$ cat src/core/uls_pkg.sv
// Purpose: constants for the serial line status flags
// Assumes: 8-bit controller data space, 16-bit addresses
// Notes: bit positions and reset values of the status register
package uls_pkg;
    localparam logic [15:0] LINE_STATUS_ADDR = 16'hFFA5;
    localparam int OVERRUN_BIT = 0;
    localparam int PARITY_BIT = 1;
    localparam int FRAMING_BIT = 2;
    localparam int BREAK_BIT = 3;
    localparam int RX_FULL_BIT = 4;
    localparam int TX_EMPTY_BIT = 5;
    localparam int TX_IDLE_BIT = 6;
    localparam int RSV_BIT = 7;
    localparam logic [3:0] ERR_RESET = 4'h0;
    localparam logic RX_FULL_RESET = 1'b0;
    localparam logic TX_EMPTY_RESET = 1'b1;
    localparam logic TX_IDLE_RESET = 1'b1;
    localparam logic RSV_VALUE = 1'b0;
endpackage : uls_pkg

$ cat src/core/uls_err_flag.sv
// Purpose: one sticky error flag, write-one-to-clear
// Assumes: single clock, asynchronous active-low reset
// Notes: a set in the clearing cycle wins
`timescale 1ns/100ps
`default_nettype none
module uls_err_flag
(
    input wire logic ref_clk_in,
    input wire logic nrst_in,
    input wire logic set_in,
    input wire logic clr_in,
    output logic flag_out
);
    typedef struct packed
    {
        logic flag;
    } uls_flag_state_t;

    uls_flag_state_t st_r;
    uls_flag_state_t st_nxt;

    always_comb
    begin
        st_nxt = st_r;
        if (clr_in)
        begin
            st_nxt.flag = 1'b0;
        end
        if (set_in)
        begin
            st_nxt.flag = 1'b1; // set beats clear so no error is lost
        end
    end

    always_ff @(posedge ref_clk_in or negedge nrst_in)
    begin
        if (!nrst_in)
        begin
            st_r <= '0;
        end
        else
        begin
            st_r <= st_nxt;
        end
    end

    assign flag_out = st_r.flag;
endmodule : uls_err_flag
`default_nettype wire

$ cat src/core/uls_line_status.sv
// Contract
// any error flag stalls serial DMA
// overrun sets bit 0, requests interrupt
// parity error sets bit 1, status interrupt
// bad stop bit sets bit 2, status interrupt
// break sets bit 3, status interrupt
// error flags clear only on written one
// bit 4 shows receive holding full, rx interrupt
// bit 5 shows transmit holding empty, tx interrupt
// bit 6 shows transmitter fully idle
// register at FFA5h, bit 7 reads zero
// errors set with the byte load
//
// Purpose: line status flags, DMA stall and interrupt requests
// Assumes: controller bus with address, read and write strobes, read data one cycle later
// Notes: shifters and interrupt enables live outside; events are one-cycle pulses
`timescale 1ns/100ps
`default_nettype none
module uls_line_status
#(
    parameter int ADDR_W = 16
)
(
    input wire logic ref_clk_in,
    input wire logic nrst_in,
    input wire logic [ADDR_W-1:0] addr_in,
    input wire logic wr_en_in,
    input wire logic rd_en_in,
    input wire logic [7:0] wdata_in,
    output logic [7:0] rdata_out,
    input wire logic rx_load_in,
    input wire logic rx_overrun_in,
    input wire logic rx_parity_err_in,
    input wire logic rx_framing_err_in,
    input wire logic rx_break_in,
    input wire logic rx_read_in,
    input wire logic tx_write_in,
    input wire logic tx_shift_load_in,
    input wire logic tx_shift_done_in,
    input wire logic overrun_irq_en_in,
    input wire logic status_irq_en_in,
    input wire logic rx_irq_en_in,
    input wire logic tx_irq_en_in,
    output logic dma_stall_out,
    output logic overrun_irq_out,
    output logic status_irq_out,
    output logic rx_irq_out,
    output logic tx_irq_out
);
    // a narrower bus would alias the register onto other addresses
    generate
        if (ADDR_W < 16)
        begin : g_bad_addr_w
            $error("address width must hold the register address");
        end
    endgenerate

    typedef struct packed
    {
        logic rx_holding_full;
        logic tx_holding_empty;
        logic tx_shift_busy;
        logic [7:0] rdata;
        logic dma_stall;
        logic overrun_irq;
        logic status_irq;
        logic rx_irq;
        logic tx_irq;
    } uls_state_t;

    uls_state_t st_r;
    uls_state_t st_nxt;

    logic hit;
    logic wr_hit;
    logic [3:0] err_set;
    logic [3:0] err_flags;
    logic [3:0] err_nxt;
    logic [3:0] err_clr;
    logic err_any;
    logic err_status_any;
    logic [7:0] status_nxt;

    assign hit = (addr_in == ADDR_W'(uls_pkg::LINE_STATUS_ADDR));
    assign wr_hit = hit & wr_en_in;

    // errors are qualified by the byte load so they land with the byte
    assign err_set[uls_pkg::OVERRUN_BIT] = rx_load_in & rx_overrun_in;
    assign err_set[uls_pkg::PARITY_BIT] = rx_load_in & rx_parity_err_in;
    assign err_set[uls_pkg::FRAMING_BIT] = rx_load_in & rx_framing_err_in;
    assign err_set[uls_pkg::BREAK_BIT] = rx_load_in & rx_break_in;

    genvar gi;
    generate
        for (gi = 0; gi < 4; gi++)
        begin : g_err
            uls_err_flag u_flag
            (
                .ref_clk_in(ref_clk_in),
                .nrst_in(nrst_in),
                .set_in(err_set[gi]),
                .clr_in(err_clr[gi]),
                .flag_out(err_flags[gi])
            );
            // only a written one clears; a written zero leaves the flag alone
            assign err_clr[gi] = wr_hit & wdata_in[gi];
            // next value mirrors the flag module so outputs stay registered here
            assign err_nxt[gi] = err_set[gi] | (err_flags[gi] & ~err_clr[gi]);
        end
    endgenerate

    assign err_any = |err_nxt;
    assign err_status_any = |err_nxt[uls_pkg::BREAK_BIT:uls_pkg::PARITY_BIT];

    always_comb
    begin
        st_nxt = st_r;
        // a new byte wins over the read that drains the old one
        if (rx_read_in)
        begin
            st_nxt.rx_holding_full = 1'b0;
        end
        if (rx_load_in)
        begin
            st_nxt.rx_holding_full = 1'b1;
        end
        if (tx_shift_load_in)
        begin
            st_nxt.tx_holding_empty = 1'b1;
            st_nxt.tx_shift_busy = 1'b1;
        end
        else if (tx_shift_done_in)
        begin
            st_nxt.tx_shift_busy = 1'b0;
        end
        if (tx_write_in)
        begin
            st_nxt.tx_holding_empty = 1'b0;
        end
        status_nxt = 8'h00;
        status_nxt[3:0] = err_nxt;
        status_nxt[uls_pkg::RX_FULL_BIT] = st_nxt.rx_holding_full;
        status_nxt[uls_pkg::TX_EMPTY_BIT] = st_nxt.tx_holding_empty;
        status_nxt[uls_pkg::TX_IDLE_BIT] = st_nxt.tx_holding_empty
            & ~st_nxt.tx_shift_busy;
        status_nxt[uls_pkg::RSV_BIT] = uls_pkg::RSV_VALUE;
        if (rd_en_in && hit)
        begin
            st_nxt.rdata = status_nxt;
        end
        else
        begin
            st_nxt.rdata = 8'h00;
        end
        st_nxt.dma_stall = err_any;
        st_nxt.overrun_irq = err_nxt[uls_pkg::OVERRUN_BIT] & overrun_irq_en_in;
        st_nxt.status_irq = err_status_any & status_irq_en_in;
        st_nxt.rx_irq = st_nxt.rx_holding_full & rx_irq_en_in;
        st_nxt.tx_irq = st_nxt.tx_holding_empty & tx_irq_en_in;
    end

    always_ff @(posedge ref_clk_in or negedge nrst_in)
    begin
        if (!nrst_in)
        begin
            st_r.rx_holding_full <= uls_pkg::RX_FULL_RESET;
            st_r.tx_holding_empty <= uls_pkg::TX_EMPTY_RESET;
            st_r.tx_shift_busy <= ~uls_pkg::TX_IDLE_RESET;
            st_r.rdata <= 8'h00;
            st_r.dma_stall <= 1'b0;
            st_r.overrun_irq <= 1'b0;
            st_r.status_irq <= 1'b0;
            st_r.rx_irq <= 1'b0;
            st_r.tx_irq <= 1'b0;
        end
        else
        begin
            st_r <= st_nxt;
        end
    end

    assign rdata_out = st_r.rdata;
    assign dma_stall_out = st_r.dma_stall;
    assign overrun_irq_out = st_r.overrun_irq;
    assign status_irq_out = st_r.status_irq;
    assign rx_irq_out = st_r.rx_irq;
    assign tx_irq_out = st_r.tx_irq;
endmodule : uls_line_status
`default_nettype wire

$ cat config.mk
export PLATFORM = sky130hd
export DESIGN_NAME = uls_line_status
export DESIGN_NICKNAME = d
export VERILOG_FILES = /design/src/core/uls_pkg.sv /design/src/core/uls_err_flag.sv /design/src/core/uls_line_status.sv
export SDC_FILE = /design/constraint.sdc
export NUM_CORES = 1
export LEC_CHECK = 0
export BUFFER_PORTS_ARGS = -buffer_cell sky130_fd_sc_hd__buf_2
export CAP_MARGIN = 20
export CORE_MARGIN = 10
export CORE_UTILIZATION = 40
export CTS_BUF_LIST = sky130_fd_sc_hd__clkbuf_8
export DETAILED_ROUTE_END_ITERATION = 10
export GPL_ROUTABILITY_DRIVEN = 0
export PLACE_DENSITY = 0.74
export SYNTH_ARGS = -nofsm -noshare
export SYNTH_HDL_FRONTEND = slang
export SYNTH_HIERARCHICAL = 1
export SYNTH_SLANG_ARGS = --single-unit
$ cat constraint.sdc
create_clock -name ref_clk_in -period 1.5 [get_ports ref_clk_in]
set_clock_uncertainty 0.05 [all_clocks]
set_input_delay 0.225 -clock ref_clk_in [delete_from_list [all_inputs] [get_ports ref_clk_in]]
set_output_delay 0.225 -clock ref_clk_in [all_outputs]
set_load 0.02 [all_outputs]
# Yosys cells after proc, flatten, opt, wreduce, memory -nomap -nowiden
# Cells that the tools add are included.
# totals
elab_cells	63
regBits	20
# classes
n_mux	15
n_eq_ne	1
n_reduce_logical	7
bitwise	27
# ops
op	count
bitwise AND 1 bit	18
== test 16 bit, second input constant	1
two-way mux 1 bit	14
nonzero test 2 bit	4
two-way mux 7 bit	1
NOT 1 bit	5
bitwise OR 1 bit	4
OR reduction 4 bit	1
OR reduction 3 bit	1
logical AND 1 bit	1

# Longest topological paths before layout
# depth
ltp_word	8
depth_mapped	5
depth_no_buf	5

# Cells and area by module
# Netlist, hierarchy kept.
# modules_own_cells
module	cells_each	instances	area_per_inst_um2
uls_line_status	73	1	788.3
uls_err_flag	3	4	36.3

# Worst setup path before layout
# No wires, ideal clock.
# synth_path
path_type	in2reg
startpoint	input port addr_in[6]
endpoint	register g_err[0].u_flag.st_r
path_slack_ns	0.234
t_arrival_ns	1.098
required_time_ns	1.332
path_stages	5
setup_time_ns	0.118
path_cell_list	nand4b_4 > nor4_4 > and3_1 > inv_1 > a21o_1
# synth_between
elab_chain_cells	4
# synth_lines
element	line	rtl
start, declared	uls_line_status.sv:26	input wire logic [ADDR_W-1:0] addr_in,
== test 16 bit	uls_line_status.sv:84	assign hit = (addr_in == ADDR_W'(uls_pkg::LINE_STATUS_ADDR));
bitwise AND 1 bit	uls_line_status.sv:85	assign wr_hit = hit & wr_en_in;
bitwise AND 1 bit	uls_line_status.sv:106	assign err_clr[gi] = wr_hit & wdata_in[gi];
named net err_clr[0]	uls_line_status.sv:79	logic [3:0] err_clr;
nonzero test 2 bit (no line)	n/a	
end signal, assigned	uls_err_flag.sv:43	st_r <= st_nxt;
end, declared	uls_err_flag.sv:19	uls_flag_state_t st_r;
# The timed path passes the listed nets, and every way through them passes these cells.
# A chain may end at the register's enable or synchronous reset.

# Worst setup path after layout
# layout_path
startpoint	input port addr_in[6]
endpoint	register g_err[2].u_flag.st_r
# layout_between
elab_chain_cells	4
# layout_lines
element	line
== test 16 bit	uls_line_status.sv:84
bitwise AND 1 bit	uls_line_status.sv:85
bitwise AND 1 bit	uls_line_status.sv:106
named net err_clr[2]	uls_line_status.sv:79
nonzero test 2 bit (no line)	n/a
end signal, assigned	uls_err_flag.sv:43
end, declared	uls_err_flag.sv:19
# The timed path passes the listed nets, and every way through them passes these cells.

==> results.tsv <==
stage	metric	value	unit
outcome	status	finished clean	
placement	io_buffers	48	
power_and_ir_drop	swShare	22.2	%
power_and_ir_drop	seqPwrFrac	53.7	%
critical_path	crit_path_end_kind	flip-flop	
power_and_ir_drop	p_clk_share	33.9	%
floorplan	die_w	68.3	um
critical_path	start_kind	primary input	
clock_network	htree_levels	1	
grt	grt.total_usage	9.87	%
grt	antenna_found_initial	0	
grt	grt_pass1_vias	854	
critical_path	cp_max_fo	6	
critical_path	cp.required	1590	ps
synthesis	synthCells	85	
timing	layout_setup_ws	228	ps
timing	fin_crit_sh	84.8	%
finish	fin_nets	172	
power_and_ir_drop	comb_power_share	12.4	%
timing	fmax	786	MHz
power_and_ir_drop	power.density	816	nW/um2
finish	antenna_cells	0	
placement	placed_area	1150	um2
drt	wl_per_cell	14.0	um
drt	detail-route-antenna-nets	0	
floorplan	die-area	4670	um2
clock_network	tritoncts	built	
clock_network	insertion_delay	250	ps
job	cap_violations	0	
drt	route.detailed.drc	0	
clock_network	numCtsBuffers	3	
synthesis	synth_area_leaders	dfrtp_1 (48%), buf_4 (6.4%), nand4b_4 (5.1%)	
synthesis	ys_warn_count	6	
timing	min_period	1270	ps
timing	setup_viol	0	
clock_network	cts-root-buf	clkbuf_8	
synthesis	ys_ff_latch	19	
finish	final-seq-area	477	um2
finish	fin_util	54.4	%
grt	overflow	0	
floorplan	fp.dieH	68.3	um
power_and_ir_drop	switchingPower	0.218	mW
clock_network	clockBufferDepth	2	
synthesis	synth_fa_ha_area_share	0	%
critical_path	worstPathArrival	1360	ps
timing	grt_setup_unrepaired	no	
floorplan	ios	54	
grt	grt_first_pass_wirelength	3560	um
critical_path	r2r_cells	4	
clock_network	cts_resized	0	
placement	dpl.hpwl	1940	um
synthesis	syn-cell-area	933	um2
critical_path	crit_type	primary input to flip-flop	
finish	n_fill_cell	222	
floorplan	coreArea	2210	um2
worst_hold_path	whs_path_depth	3	
grt	grt_max_degree	20	
synthesis	synth-seq-area-share	51.1	%
power_and_ir_drop	power.internal	0.765	mW
synthesis	yosysTopAreaCell	dfrtp_1	
clock_network	clkSlewWorstSetupHoldPaths	60	ps
finish	multiInputGateArea	359	um2
critical_path	crit_chain	buf_2 -> nand4b_4 -> nor4_4 -> and3_1 -> inv_1 -> a21o_1	
drt	drt_first_iter_violations	16	
placement	pre_cts_ws	-34.3	ps
finish	drive_above_1_share	45.4	%
clock_network	cts.sinks	19	
drt	dr.pass1.iters	4	
floorplan	initial_core_util	42.2	%
synthesis	synth_cell_types	26	
worst_hold_path	hp-class	primary input to flip-flop	
synthesis	avgSynthCellArea	11.0	um2
synthesis	yosys.area_share.simple	29.9	%
critical_path	max_stage_delay	460	ps
drt	drt-total-wl	2210	um
finish	area_growth	29.0	%
finish	finalNonFillerCells	158	
synthesis	synth_fp_nets	126	
finish	stdcell_area	1200	um2
drt	viasPerCell	4.64	
synthesis	synth_top_family_by_area	simple AND/OR/NAND/NOR gates	
floorplan	rows	17	
synthesis	synth_xor_area_share	0	%
power_and_ir_drop	p_leak	0.640	nW
timing	finalHoldViolations	0	
power_and_ir_drop	peakVddDrop	426	uV
critical_path	slowest_stage	nor4_4	
placement	dp.cells	153	
timing	slew_violations	0	
timing	hold_ws	133	ps
synthesis	muxShareOfSynthArea	0	%
drt	vias	733	
synthesis	synth_compound_area_share	8.18	%
synthesis	synth_top_area_share	48.3	%
[Yosys cell counts]
| library cell | n |
|---|---|
| o2bb2ai_1 | 1 |
| a31oi_1 | 1 |
| nand2_1 | 1 |
| and3_1 | 4 |
| inv_1 | 10 |
| and4bb_2 | 1 |
| dfstp_2 | 1 |
| and2_1 | 5 |
| or2_2 | 1 |
| a21o_1 | 5 |
| or3_1 | 1 |
| nand4b_1 | 3 |
| nand4b_4 | 2 |
| nor3_2 | 1 |
| buf_4 | 8 |
| o22ai_1 | 3 |
| nor4_4 | 1 |
| nand2_2 | 1 |
| and4b_1 | 1 |
| dfrtp_1 | 18 |
| a21oi_1 | 1 |
| nor2b_1 | 2 |
| nand4_1 | 3 |
| nand4bb_1 | 1 |
| conb_1 | 1 |
| nor2_1 | 8 |
[logic make-up after synthesis]
group,count (synthesis)
AND/OR/NAND/NOR,36
flip-flops,19
buffers and inverters,18
AO/OA/AOI/OAI,11
other,1
[through the flow]
step | power [mW] | TNS (ps)
floorplan | 0.583 | 0
global placement | 0.655 | 0
detailed placement | 0.659 | -110
CTS | 0.992 | 0
global route | 1.03 | 0
finish | 0.983 | 0
[layer usage]
| metal | wire length, um | up-vias | share of wire (%) | track usage, % |
|---|---|---|---|---|
| met3 | 272 | 0 | 12 | 5.06 |
| met1 | 797 | 327 | 36 | 9.80 |
| met5 | 0 | - | 0 | 0 |
| li1 | - | 372 | - | - |
| met4 | 0 | 0 | 0 | 4.52 |
| met2 | 1130 | 34 | 51 | 16.9 |
[area by class of cell]
cell class              instances  share of cell area (%)
flip-flops and latches         19                    39.6
multi-input cells              48                    29.8
repair buffers                 49                    20.8
clock buffers                   3                    3.43
inverters                      10                    3.12
well taps                      28                    2.91
clock inverters                 1                   0.312
[power by group through the flow]
stage	clock [mW]	combinational, mW	sequential, mW
after global placement	0	0.118	0.537
after CTS	0.340	0.124	0.528
after global routing	0.369	0.137	0.528
final	0.333	0.122	0.528
after detailed placement	0	0.122	0.537
after floorplan	0	0.0376	0.545
[flip-flops by register name (all words and copies together) (netlist names)]
register and flops:
dma_stall_out 1, st_r 3, status_irq_out 1, rdata_out 7, overrun_irq_out 1, rx_irq_out 1
tx_irq_out 1, g_err.u_flag/flag_out 4
[worst max-delay path, delay by kind of cell]
| kind | cells | cell delay [ps] |
|---|---|---|
| compound gates | 1 | 140 |
| simple gates | 3 | 860 |
| buf+inv | 2 | 150 |
[final timing paths]
check,from,endpoint,slack (ps)
max,addr_in[6],g_err[2].u_flag/flag_out$_DFFE_PN0P_,230
min reg2reg,g_err[3].u_flag/flag_out$_DFFE_PN0P_,g_err[3].u_flag/flag_out$_DFFE_PN0P_,430
min in group asynchronous,nrst_in,g_err[3].u_flag/flag_out$_DFFE_PN0P_,380
min,status_irq_en_in,status_irq_out$_DFF_PN0_,130
max in group asynchronous,nrst_in,st_r[14]$_DFF_PN1_,700
max reg2reg,st_r[14]$_DFF_PN1_,tx_irq_out$_DFF_PN0_,330
[layout by cell type, fill, tap and decap left out]
cell type | netlist | final
buf_2 | 0 | 48
dfrtp_1 | 18 | 18
inv_1 | 10 | 11
nor2_1 | 8 | 8
and2_1 | 5 | 5
a21o_1 | 5 | 5
and3_1 | 4 | 4
nand4_1 | 3 | 3
nand4b_1 | 3 | 3
o22ai_1 | 3 | 3
clkbuf_8 | 0 | 3
nand4b_4 | 2 | 2
nor2b_1 | 2 | 2
nand4bb_1 | 1 | 1
nor4_4 | 1 | 1
nand2_2 | 1 | 1
or3_1 | 1 | 1
and4b_1 | 1 | 1
and4bb_2 | 1 | 1
or2_2 | 1 | 1
a21oi_1 | 1 | 1
nand2_1 | 1 | 1
o2bb2ai_1 | 1 | 1
a31oi_1 | 1 | 1
nor3_2 | 1 | 1
conb_1 | 1 | 1
dlygate4sd3_1 | 0 | 1
dfstp_2 | 1 | 1
[timing repair]
item,CTS,global route
buffers inserted,0,0
setup endpoints to repair,0,0
endpoints found under the hold margin,18,0
hold buffers,1,0
No activity file was read; power rests on OpenSTA's default activity.
